$ cat config.mk
export PLATFORM = sky130hd
export DESIGN_NAME = gate_trigger
export DESIGN_NICKNAME = d
export VERILOG_FILES = /design/src/hdl/gate_trigger_pkg.sv /design/src/hdl/gate_trigger.sv /design/src/hdl/input_sync.sv
export SDC_FILE = /design/constraint.sdc
export NUM_CORES = 1
export LEC_CHECK = 0
export BUFFER_PORTS_ARGS = -buffer_cell sky130_fd_sc_hd__buf_2
export CORE_ASPECT_RATIO = 0.7
export CORE_UTILIZATION = 30
export DETAILED_ROUTE_END_ITERATION = 10
export MAX_ROUTING_LAYER = met4
export PLACE_DENSITY = 0.54
export SYNTH_ARGS = -nofsm -noshare
export SYNTH_HDL_FRONTEND = slang
export SYNTH_HIERARCHICAL = 1
export SYNTH_SLANG_ARGS = --single-unit
export TNS_END_PERCENT = 5
$ cat constraint.sdc
create_clock -name hclk -period 6.8 [get_ports hclk]
set_input_delay 1.36 -clock hclk [delete_from_list [all_inputs] [get_ports hclk]]
set_output_delay 1.36 -clock hclk [all_outputs]
set_load 0.02 [all_outputs]
$ cat src/hdl/gate_trigger_pkg.sv
// package of register indices, field positions, reset values and types
// for the gated sampling trigger block.
// assumes a 32-bit AHB-Lite bus and one sample clock domain.
package gate_trigger_pkg;

  //////////////////////////////////////////////////////////////////////////
  // register indices; byte address is four times the index
  localparam logic [29:0] IDX_SOURCE_MASK = 30'h00009dda;
  localparam logic [29:0] IDX_GATE_MODE   = 30'h00009e3e;
  localparam logic [29:0] IDX_OUT_STRETCH = 30'h0003107e;
  localparam logic [29:0] IDX_CONTROL     = 30'h00000100;
  localparam logic [29:0] IDX_STATUS      = 30'h00000101;
  localparam logic [29:0] IDX_PRETRIGGER  = 30'h00000102;
  localparam logic [29:0] IDX_POSTTRIGGER = 30'h00000103;
  localparam logic [29:0] IDX_MEMSIZE     = 30'h00000104;
  localparam logic [29:0] IDX_START_STAMP = 30'h00000105;
  localparam logic [29:0] IDX_END_STAMP   = 30'h00000106;
  localparam logic [29:0] IDX_SEG_LENGTH  = 30'h00000107;
  localparam logic [29:0] IDX_IRQ_STATUS  = 30'h00000108;
  localparam logic [29:0] IDX_IRQ_CLEAR   = 30'h00000109;
  localparam logic [29:0] IDX_IRQ_ENABLE  = 30'h0000010a;

  //////////////////////////////////////////////////////////////////////////
  // source mask bits
  localparam int EXTERNAL_INPUT_ENABLE_BIT = 1;
  localparam int EXTRA_INPUT0_ENABLE_BIT   = 8;
  localparam int EXTRA_INPUT1_ENABLE_BIT   = 9;

  // gate mode bits
  localparam int RISING_POLARITY_CODE  = 0;
  localparam int FALLING_POLARITY_CODE = 1;
  localparam int HIGH_LEVEL_CODE       = 3;
  localparam int LOW_LEVEL_CODE        = 4;
  localparam int TWO_EDGE_FLAG         = 27;

  // control register bits
  localparam int CTRL_START    = 0;
  localparam int CTRL_STOP     = 1;
  localparam int CTRL_STAMP_EN = 2;
  localparam int CTRL_TRIG_EN  = 3;
  localparam int CTRL_CHAN_LO  = 4;

  // interrupt bits
  localparam int IRQ_OPENED = 0;
  localparam int IRQ_CLOSED = 1;
  localparam int IRQ_DONE   = 2;

  //////////////////////////////////////////////////////////////////////////
  // reset values
  localparam logic [31:0] RST_SOURCE_MASK = 32'h00000000;
  localparam logic [31:0] RST_GATE_MODE   = 32'h00000000;
  localparam logic [31:0] RST_OUT_STRETCH = 32'h00000000;
  localparam logic [31:0] RST_PRETRIGGER  = 32'h00000000;
  localparam logic [31:0] RST_POSTTRIGGER = 32'h00000000;
  localparam logic [31:0] RST_MEMSIZE     = 32'hffffffff;

  // gate alignment masks for 8-bit samples: 1, 2 and 4 active channels
  localparam logic [31:0] ALIGN_MASK_1CH = 32'h00000003;
  localparam logic [31:0] ALIGN_MASK_2CH = 32'h00000001;
  localparam logic [31:0] ALIGN_MASK_4CH = 32'h00000000;

  //////////////////////////////////////////////////////////////////////////
  typedef enum logic [2:0] {
    ST_IDLE  = 3'b000,
    ST_ARMED = 3'b001,
    ST_OPEN  = 3'b010,
    ST_TAIL  = 3'b011,
    ST_DONE  = 3'b100
  } gate_state_e;

  typedef struct packed {
    logic        valid;
    logic        is_end;
    logic [31:0] value;
  } stamp_s;

endpackage

$ cat src/hdl/gate_trigger.sv
// gated sampling trigger: gate generation from ttl inputs, gate stamps,
// segment length bookkeeping, trigger output and an AHB-Lite slave.
// assumes a single whole-word AHB-Lite master and hclk as sample clock.
`timescale 1ns/1ps

//////////////////////////////////////////////////////////////////////////////
// Notes on behaviour
// - with stamping on, each gate gives a start stamp and, unless ended by a stop or start write, an end stamp
// - stamps mark gate edges; first stored sample is start stamp minus pre
// - segment length at a close is end minus start plus padding, pre and post
// - after a close, last segment sample lies at end stamp plus padding plus post
// - memsize expiry ends recording; an open gate gets one extra stamp
// - stretch 0: output high per trigger, low when segment finishes
// - stretch 1: output high on first trigger until acquisition ends
// - only inputs enabled in the source mask take part
// - rising mode: open on rising edge, close on next falling edge
// - edge modes ignore a static level present at start
// - high mode: gate open while input high, closes when low
// - level modes open at once when the level is active at start
// - rising two-edge mode: open on one rising edge, close on next
// - falling mode: open on falling edge, close on next rising edge
// - low mode: gate open while input low, closes when high
// - gate length rounds up to 4, 2 or 1 samples by channel count
module gate_trigger
  import gate_trigger_pkg::*;
(
  input  wire logic        hclk,
  input  wire logic        hresetn,
  input  wire logic        hsel,
  input  wire logic [31:0] haddr,
  input  wire logic [1:0]  htrans,
  input  wire logic        hwrite,
  input  wire logic [2:0]  hsize,
  input  wire logic [31:0] hwdata,
  input  wire logic        hready,
  output logic      [31:0] hrdata,
  output logic             hreadyout,
  output logic             hresp,
  input  wire logic        ext_trig_in,
  input  wire logic        extra_in0,
  input  wire logic        extra_in1,
  output logic             gate_out,
  output logic             trig_out,
  output stamp_s           stamp_out,
  output logic             irq
);

  typedef struct packed {
    gate_state_e st;
    logic [31:0] src_mask;
    logic [31:0] gate_mode;
    logic [31:0] stretch;
    logic        stamp_en;
    logic        trig_en;
    logic [1:0]  chan;
    logic [31:0] pre;
    logic [31:0] post;
    logic [31:0] memsize;
    logic [31:0] stamp_cnt;
    logic [31:0] start_stamp;
    logic [31:0] end_stamp;
    logic [31:0] seg_len;
    logic [31:0] stored;
    logic [31:0] tail;
    logic        prev_lvl;
    logic        gate;
    logic        trig;
    stamp_s      stamp;
    logic [2:0]  irq_st;
    logic [2:0]  irq_en;
    logic        irq;
    logic        wr_pend;
    logic        rd_pend;
    logic [29:0] dph_idx;
    logic [31:0] hrdata;
    logic        hready;
    logic        hresp;
  } gate_state_s;

  gate_state_s s;
  gate_state_s next_s;
  logic [2:0]  synced;
  logic        lvl;
  logic        rise;
  logic        fall;
  logic        open_c;
  logic        close_c;
  logic        two_edge;

  //////////////////////////////////////////////////////////////////////////
  input_sync #(
    .WIDTH  (3),
    .STAGES (2)
  ) u_sync (
    .hclk    (hclk),
    .hresetn (hresetn),
    .raw     ({extra_in1, extra_in0, ext_trig_in}),
    .synced  (synced)
  );

  // masked inputs are or-ed before edge detection
  assign lvl = (synced[0] & s.src_mask[EXTERNAL_INPUT_ENABLE_BIT])
             | (synced[1] & s.src_mask[EXTRA_INPUT0_ENABLE_BIT])
             | (synced[2] & s.src_mask[EXTRA_INPUT1_ENABLE_BIT]);
  assign rise = lvl & ~s.prev_lvl;
  assign fall = ~lvl & s.prev_lvl;
  assign two_edge = s.gate_mode[TWO_EDGE_FLAG];

  // edge modes look only at transitions; level modes look at the level
  always_comb begin
    open_c  = 1'b0;
    close_c = 1'b0;
    if (s.gate_mode[RISING_POLARITY_CODE]) begin
      open_c  = rise;
      close_c = two_edge ? rise : fall;
    end else if (s.gate_mode[FALLING_POLARITY_CODE]) begin
      open_c  = fall;
      close_c = two_edge ? fall : rise;
    end else if (s.gate_mode[HIGH_LEVEL_CODE]) begin
      open_c  = lvl;
      close_c = ~lvl;
    end else if (s.gate_mode[LOW_LEVEL_CODE]) begin
      open_c  = ~lvl;
      close_c = lvl;
    end
  end

  //////////////////////////////////////////////////////////////////////////
  // unmapped indices and the clear register read as zero
  function automatic logic [31:0] read_mux(input gate_state_s r,
                                           input logic [29:0] idx);
    logic [31:0] v;
    v = 32'h00000000;
    unique case (idx)
      IDX_SOURCE_MASK: v = r.src_mask;
      IDX_GATE_MODE:   v = r.gate_mode;
      IDX_OUT_STRETCH: v = r.stretch;
      IDX_CONTROL:     v = {26'h0, r.chan, r.trig_en, r.stamp_en,
                            2'h0};
      IDX_STATUS:      v = {27'h0, r.trig, r.gate, r.st};
      IDX_PRETRIGGER:  v = r.pre;
      IDX_POSTTRIGGER: v = r.post;
      IDX_MEMSIZE:     v = r.memsize;
      IDX_START_STAMP: v = r.start_stamp;
      IDX_END_STAMP:   v = r.end_stamp;
      IDX_SEG_LENGTH:  v = r.seg_len;
      IDX_IRQ_STATUS:  v = {29'h0, r.irq_st};
      IDX_IRQ_ENABLE:  v = {29'h0, r.irq_en};
      default:         v = 32'h00000000;
    endcase
    return v;
  endfunction

  //////////////////////////////////////////////////////////////////////////
  always_comb begin
    logic [2:0]  ev;
    logic [2:0]  clr;
    logic [31:0] len;
    logic [31:0] pad;
    logic [31:0] mask;
    logic        mem_full;
    logic        seg_end;
    ev       = 3'h0;
    clr      = 3'h0;
    pad      = 32'h00000000;
    len      = s.stamp_cnt - s.start_stamp;
    mask     = ALIGN_MASK_1CH;
    if (s.chan == 2'h1) begin
      mask = ALIGN_MASK_2CH;
    end else if (s.chan == 2'h2) begin
      mask = ALIGN_MASK_4CH;
    end
    pad      = (32'h00000000 - len) & mask;
    // pretrigger counts as stored, so a tiny memsize ends at the first cycle
    mem_full = (s.stored + 32'h00000001) >= s.memsize;
    seg_end  = 1'b0;
    next_s   = s;
    next_s.stamp.valid  = 1'b0;
    next_s.stamp.is_end = 1'b0;
    next_s.prev_lvl     = lvl;
    if (s.st != ST_IDLE && s.st != ST_DONE) begin
      next_s.stamp_cnt = s.stamp_cnt + 32'h00000001;
    end

    unique case (s.st)
      ST_IDLE: begin
        next_s.gate = 1'b0;
      end
      ST_ARMED: begin
        if (open_c) begin
          next_s.st          = ST_OPEN;
          next_s.gate        = 1'b1;
          next_s.start_stamp = s.stamp_cnt;
          // pretrigger samples are already in memory at gate start
          next_s.stored = s.stored + s.pre + 32'h00000001;
          next_s.stamp.valid = s.stamp_en;
          next_s.stamp.value = s.stamp_cnt;
          ev[IRQ_OPENED] = 1'b1;
          if (s.trig_en) begin
            next_s.trig = 1'b1;
          end
        end
      end
      ST_OPEN: begin
        next_s.stored = s.stored + 32'h00000001;
        if (mem_full) begin
          next_s.st           = ST_DONE;
          next_s.gate         = 1'b0;
          next_s.end_stamp    = s.stamp_cnt;
          next_s.seg_len      = len + s.pre + 32'h00000001;
          next_s.stamp.valid  = s.stamp_en;
          next_s.stamp.is_end = 1'b1;
          next_s.stamp.value  = s.stamp_cnt;
          ev[IRQ_DONE] = 1'b1;
        end else if (close_c) begin
          next_s.gate         = 1'b0;
          next_s.end_stamp    = s.stamp_cnt;
          next_s.seg_len      = len + pad + s.pre + s.post;
          next_s.tail         = pad + s.post;
          next_s.stamp.valid  = s.stamp_en;
          next_s.stamp.is_end = 1'b1;
          next_s.stamp.value  = s.stamp_cnt;
          ev[IRQ_CLOSED] = 1'b1;
          if ((pad + s.post) == 32'h00000000) begin
            next_s.st = ST_ARMED;
            seg_end   = 1'b1;
          end else begin
            next_s.st = ST_TAIL;
          end
        end
      end
      ST_TAIL: begin
        // tail holds alignment padding then posttrigger samples
        next_s.stored = s.stored + 32'h00000001;
        next_s.tail   = s.tail - 32'h00000001;
        if (mem_full) begin
          next_s.st    = ST_DONE;
          ev[IRQ_DONE] = 1'b1;
        end else if (s.tail == 32'h00000001) begin
          next_s.st = ST_ARMED;
          seg_end   = 1'b1;
        end
      end
      ST_DONE: begin
        next_s.gate = 1'b0;
        next_s.trig = 1'b0;
      end
      default: begin
        next_s.st = ST_IDLE;
      end
    endcase
    // stretched output waits for the end of the whole acquisition
    if (seg_end && !s.stretch[0]) begin
      next_s.trig = 1'b0;
    end
    if (ev[IRQ_DONE]) begin
      next_s.trig = 1'b0;
    end

    ////////////////////////////////////////////////////////////////////////
    // reads take one wait state so that read data come from a flop
    next_s.hready = 1'b1;
    next_s.hresp  = 1'b0;
    if (s.rd_pend) begin
      next_s.hrdata  = read_mux(s, s.dph_idx);
      next_s.rd_pend = 1'b0;
    end
    if (s.wr_pend) begin
      next_s.wr_pend = 1'b0;
      unique case (s.dph_idx)
        IDX_SOURCE_MASK: next_s.src_mask  = hwdata;
        IDX_GATE_MODE:   next_s.gate_mode = hwdata;
        IDX_OUT_STRETCH: next_s.stretch   = hwdata;
        IDX_PRETRIGGER:  next_s.pre       = hwdata;
        IDX_POSTTRIGGER: next_s.post      = hwdata;
        IDX_MEMSIZE:     next_s.memsize   = hwdata;
        IDX_IRQ_CLEAR:   clr              = hwdata[2:0];
        IDX_IRQ_ENABLE:  next_s.irq_en    = hwdata[2:0];
        IDX_CONTROL: begin
          next_s.stamp_en = hwdata[CTRL_STAMP_EN];
          next_s.trig_en  = hwdata[CTRL_TRIG_EN];
          next_s.chan     = hwdata[CTRL_CHAN_LO+1:CTRL_CHAN_LO];
          if (hwdata[CTRL_STOP]) begin
            next_s.st   = ST_DONE;
            next_s.gate = 1'b0;
            next_s.trig = 1'b0;
          end else if (hwdata[CTRL_START]) begin
            // arming starts the stamp clock; level seen now is history
            next_s.st        = ST_ARMED;
            next_s.stamp_cnt = 32'h00000000;
            next_s.stored    = 32'h00000000;
            next_s.gate      = 1'b0;
            next_s.trig      = 1'b0;
          end
        end
        default: begin
        end
      endcase
    end
    if (hsel && htrans[1] && hready) begin
      next_s.dph_idx = haddr[31:2];
      if (hwrite) begin
        next_s.wr_pend = 1'b1;
      end else begin
        next_s.rd_pend = 1'b1;
        next_s.hready  = 1'b0;
      end
    end

    // a new event beats a clear in the same cycle
    next_s.irq_st = (s.irq_st & ~clr) | ev;
    next_s.irq    = |(next_s.irq_st & next_s.irq_en);
  end

  //////////////////////////////////////////////////////////////////////////
  always_ff @(posedge hclk or negedge hresetn) begin
    if (!hresetn) begin
      s           <= '0;
      s.st        <= ST_IDLE;
      s.src_mask  <= RST_SOURCE_MASK;
      s.gate_mode <= RST_GATE_MODE;
      s.stretch   <= RST_OUT_STRETCH;
      s.pre       <= RST_PRETRIGGER;
      s.post      <= RST_POSTTRIGGER;
      s.memsize   <= RST_MEMSIZE;
      s.hready    <= 1'b1;
    end else begin
      s <= next_s;
    end
  end

  assign hrdata    = s.hrdata;
  assign hreadyout = s.hready;
  assign hresp     = s.hresp;
  assign gate_out  = s.gate;
  assign trig_out  = s.trig;
  assign stamp_out = s.stamp;
  assign irq       = s.irq;

endmodule

$ cat src/hdl/input_sync.sv
// two-flop synchroniser bank for the ttl trigger inputs.
// assumes inputs are asynchronous to hclk; output is the last stage.
`timescale 1ns/1ps
module input_sync
  import gate_trigger_pkg::*;
#(
  parameter int WIDTH  = 3,
  parameter int STAGES = 2
) (
  input  wire logic             hclk,
  input  wire logic             hresetn,
  input  wire logic [WIDTH-1:0] raw,
  output logic      [WIDTH-1:0] synced
);

  if (WIDTH < 1 || STAGES < 2) begin : g_check
    $error("input_sync needs WIDTH >= 1 and STAGES >= 2");
  end

  typedef struct packed {
    logic [STAGES-1:0][WIDTH-1:0] pipe;
  } sync_state_s;

  sync_state_s s;
  sync_state_s next_s;

  // first stage feeds only the second stage
  always_comb begin
    next_s = s;
    next_s.pipe = {s.pipe[STAGES-2:0], raw};
  end

  always_ff @(posedge hclk or negedge hresetn) begin
    if (!hresetn) begin
      s <= '0;
    end else begin
      s <= next_s;
    end
  end

  assign synced = s.pipe[STAGES-1];

endmodule

# Word level (Yosys, flattened, before mapping)
# Index checks and enable logic that the tools add are counted.
dict set report op_classes {
  n_addsub 13
  n_bitwise 14
  n_eq_ne 26
  mux 85
  reduce_logical 25
  magnitude_cmp 1
}
# operator count
set op_table {}
lappend op_table {{$mux W32} 19}
lappend op_table {{$pmux W32 S13} 1}
lappend op_table {{$eq A30 B9 Y1 const B} 11}
lappend op_table {{$mux W231} 1}
lappend op_table {{$add A32 B32 Y32} 6}
lappend op_table {{$pmux W32 S2} 3}
lappend op_table {{$add A32 B1 Y32 const B} 4}
lappend op_table {{$mux W64} 2}
lappend op_table {{$mux W34} 2}
lappend op_table {{$eq A30 B16 Y1 const B} 2}
lappend op_table {{$mux W3} 13}
lappend op_table {{$and A32 B32 Y32} 1}
lappend op_table {{$eq A32 B1 Y1 const B} 1}
lappend op_table {{$ge A32 B32 Y1} 1}
lappend op_table {{$logic_not A32 Y1} 1}
lappend op_table {{$sub A1 B32 Y32 const A} 1}
lappend op_table {{$sub A32 B1 Y32 const B} 1}
lappend op_table {{$sub A32 B32 Y32} 1}
lappend op_table {{$mux W1} 31}
lappend op_table {{$eq A30 B18 Y1 const B} 1}
lappend op_table {{$reduce_and A2 Y1} 9}
lappend op_table {{$mux W2} 7}
lappend op_table {{$pmux W3 S4} 1}
lappend op_table {{$and A3 B3 Y3} 2}
lappend op_table {{23 further kinds} 42}
dict set report totals {
  wordCells 196
  in_bits 77
  reg_bits 506
}

# Longest topological paths before layout
dict set report depth {
  word_depth 18
  depth_mapped 26
}

# By module
# The synthesis kept the hierarchy.
# mod n_inst cells_per_inst seq_area_each_um2 area_each_um2
set by_module_without_submodules {}
lappend by_module_without_submodules {gate_trigger 1 3428 12553.3 32641.3}
lappend by_module_without_submodules {input_sync 1 6 150.1 150.1}

# Least setup slack after synthesis
# Ideal clock, no wire load.
dict set report synth_path {
  path_kind {reg-to-reg}
  startpoint {register s[270] (netlist bit)}
  endpoint {register s[204] (netlist bit)}
  t_arrival_ps 5492
  required_ps 6678
  path_stages_with_launch 26
  setup_time_ps 122
  n_path_buf 0
  path_slack_ps 1186
  path_cell_list {dfrtp_1 -> inv_1 -> ha_1 -> inv_1 -> fa_1 -> a211oi_1 -> o21ai_0 -> a31o_2 -> a21oi_1 -> o21bai_1 -> a21oi_1 -> xnor2_1 -> inv_1 -> fa_1 -> inv_1 -> ha_1 -> ha_1 -> nand4_1 -> or3_1 -> or3_1 -> a21boi_1 -> a221o_1 -> mux2i_1 -> nor4_1 -> a2bb2oi_1 -> nand2_1}
}
dict set report synth_via {
  elab_chain_cells 8
  word_cells_on_any_way 10
}
# element line
set synth_lines {}
lappend synth_lines {{from (decl)} gate_trigger.sv:80} ;# gate_state_s s;
lappend synth_lines {{from (signal assigned)} gate_trigger.sv:328} ;# s <= next_s;
lappend synth_lines {{$sub A32 B32 Y32 (*)} gate_trigger.sv:166} ;# len = s.stamp_cnt - s.start_stamp;
lappend synth_lines {{$sub A1 B32 Y32} gate_trigger.sv:173} ;# pad = (32'h00000000 - len) & mask;
lappend synth_lines {{$and A32 B32 Y32} gate_trigger.sv:173}
lappend synth_lines {{$add A32 B32 Y32 (3 in a row)} gate_trigger.sv:218} ;# next_s.seg_len = len + pad + s.pre + s.post;
lappend synth_lines {{$mux W64} gate_trigger.sv:215} ;# end else if (close_c) begin
lappend synth_lines {{$mux W64 (*)} gate_trigger.sv:206} ;# if (mem_full) begin
# Every way passes the cells marked *; elsewhere a longest branch is shown, timed or not. The select of a mux whose other input is x is not followed.
# A chain may end at the register's enable or synchronous reset.

# Worst setup path after layout
# Same ends and word-level chain as after synthesis.

==> out/summary.txt <==
run status: completed
initial antenna violation count: 8
Post-CTS Hold Buffers: 0
worst skew pair latency: 640 ps
Final ANT Viol Nets: 0
FP Rows: 101
area grow syn2layout: 11.6%
Hold WC Path Type: register to register
Yosys Warn Count: 6
largest fanout on the critical path: 5
met1 Usage GRT: 32.3%
Max Cap Violations: 0
Area contributors post-synth: dfrtp_1 (36%), mux2_2 (9.0%), ha_1 (7.3%), nand2_1 (4.1%), xnor2_1 (3.3%)
fin cells: 4,958
Tcrit/Tclk final: 94.1%
Finished Cell Area: 36,600 um2
Power Density: 195 nW/um2
GP Congestion: 0.930
met3 usage: 5.40%
clk slew on worst S/H paths: 70 ps
area of the multi-input gates: 18,100 um2
proportion of layout cells with a drive suffix above 1: 18.5%
total number of vias: 26,657
Setup TNS: 0 ps
worst vdd ir: 0.167 mV
critical path endpoint category: register
Post-Place Setup Slack: 222 ps
Post-synth EDFFs: 0
Final setup viols: 0
Die Y-Extent: 279 um
top cell type by total area after synthesis: dfrtp_1
sequential-to-total area share from yosys stat: 38.7%
synthesized area per cell: 9.55 um2
Final Hold Violating Endpoints: 0
Root Buffer Master: clkbuf_16
CP Launch Type: register
DRT Pass-1 Iters: 9
routed len/inst: 23.1 um
CTS Sinks: 506
post-synthesis cell area: 32,800 um2
Die Footprint: 111,000 um2
first-pass GRT wire length: 171,000 um
Initial Util: 30.2%
Async SR Flop Fraction: 100%
register bit count reported by yosys: 506
placed cell count: 4,857
Crit. Startpoint: s[270]
num ports: 148
Reg area: 12,700 um2
Synth top area share: 36.1%
total power: 0.00712 W
Via-to-Cell Ratio: 5.38
fmax: 0.156 GHz
Fillers: 11,252
GR Overflow Total: 0
WL final: 115,000 um
CTS buffer count: 52
Layout Skew: 35.2 ps
vias in the first global route: 25,109
GR Util All Layers: 21.1%
Slew Limit Fails: 0
met2 Usage GRT: 27.5%
CP arrival: 6930 ps
fin nets: 3,775
cell mode on critical path: inv_1
GR peak layer: met1
Port-buffer cells: 140
Req. time, crit path: 7330 ps
Pleak: 16.4 nW
clock buffer depth: 3
slack of the critical path: 399 ps
Die X: 397 um
CP max-delay cell: dfrtp_1
Syn Inst Count: 3,434
worst-margin pin slew: 1190 ps
hold_sp: u_sync/next_s[5]
clock period minus worst slack: 6400 ps
largest net degree at the start of global routing: 165
Synth cell types: 98
dpl cell area: 34,800 um2
Worst R2R Start: s[270]
Worst path max stage delay: 490 ps
initial drt markers: 2,950
most frequent cell after synthesis: dfrtp_1
synthesized net count: 3,740
DP HPWL: 82,300 um
CTS tree: yes
core box area: 108,000 um2
most frequent cells after synthesis: dfrtp_1 (473), nand2_1 (358), mux2_2 (262), inv_1 (261), nor2_1 (214)
slew margin rel.: 18.7%
ys flop type: dfrtp_1
DRC errors left: 0
setup repair after global routing missed its margin: false
Setup CP Type: register to register
H-tree depth: 2
[cells in the final DEF, fill, tap and decap left out, types with 46 or more instances in the layout]
master	netlist	layout
buf_4	70	65
xnor2_1	124	124
buf_2	18	139
clkbuf_16	0	52
nand2_1	358	354
nor3_1	49	48
xor2_1	72	72
mux2_2	262	262
nand3_1	71	71
inv_1	261	260
o21ai_0	179	179
ha_1	192	192
nor2_1	214	207
a221oi_1	47	47
a222oi_1	46	46
a21oi_1	180	179
a21o_1	66	66
dfrtp_1	473	472
[cells by family (layout without fill, tap and decap cells)]
| family | after synthesis | in the layout | share of synthesized area, % |
|---|---|---|---|
| other | 1 | 5 | 0.0114 |
| adder cells (fa/ha/maj) | 229 | 229 | 9.58 |
| AO/OA/AOI/OAI | 803 | 803 | 16.9 |
| multiplexers | 277 | 277 | 9.46 |
| XOR/XNOR | 196 | 196 | 5.24 |
| AND/OR/NAND/NOR | 933 | 933 | 13.5 |
| flip-flops | 506 | 506 | 38.7 |
| buffers and inverters | 489 | 567 | 6.51 |
[stage by stage]
| step | hold WS, ps | utilization [%] |
|---|---|---|
| after CTS | 352 | 33.7 |
| after global routing | 356 | 33.7 |
| after global placement | 336 | 32.1 |
| final | 349 | 33.7 |
| after detailed placement | 338 | 32.1 |
| after floorplan | 331 | - |
[timing repair]
item / CTS / global route
buffers inserted: 0 / 0
resized for setup: 0 / 5
setup endpoints to repair: 0 / 7
[sequential cells by signal, summed over array words and instances, names as in the netlist]
register and flops:
irq 1, hrdata 32, s 430, u_sync/next_s 3, hreadyout 1, trig_out 1, stamp_out 34, gate_out 1
u_sync/synced 3
[routing by layer]
metal,part of all wire [%],vias to the layer above
met5,0,-
li1,-,12309
met3,9.2,95
met4,1.4,0
met2,39,954
met1,50,13299
[worst max-delay path, delay by kind of cell, from the launching register on]
kind / cells / cell delay [ps]
xor+xnor: 1 / 180
compound gates: 9 / 2030
fa+ha+maj: 5 / 1820
simple gates: 5 / 1310
mux: 1 / 100
buf+inv: 4 / 370
flops: 1 / 490
[report_power, final]
group	total, W	internal (W)	switching (W)	leakage, nW
logic	0.000843	0.000350	0.000493	9.19
clock network	0.00303	0.00169	0.00134	0.849
registers	0.00324	0.00312	0.000124	6.32
total	0.00712	0.00516	0.00195	16.4
[layout make-up]
class	count	share of cell area [%]
antenna	4	0.0274
timing repair buffer	209	3.49
tap	1442	4.93
clock buffer	74	4.00
clock inverter	23	0.739
multi-input combinational	2439	49.4
sequential	506	34.7
inverter	261	2.68
[worst paths after layout]
kind	endpoint	slack (ps)	depth (start not counted)
worst max-delay path	s[204]	400	25
worst min-delay path	u_sync/synced[2]	350	0
worst max register to register	s[204]	400	25
worst min register to register	u_sync/synced[2]	350	0
max in group asynchronous	hrdata[5]	4700	2
min in group asynchronous	stamp_out[14]	670	1
No activity file was read; power rests on OpenSTA's default activity.
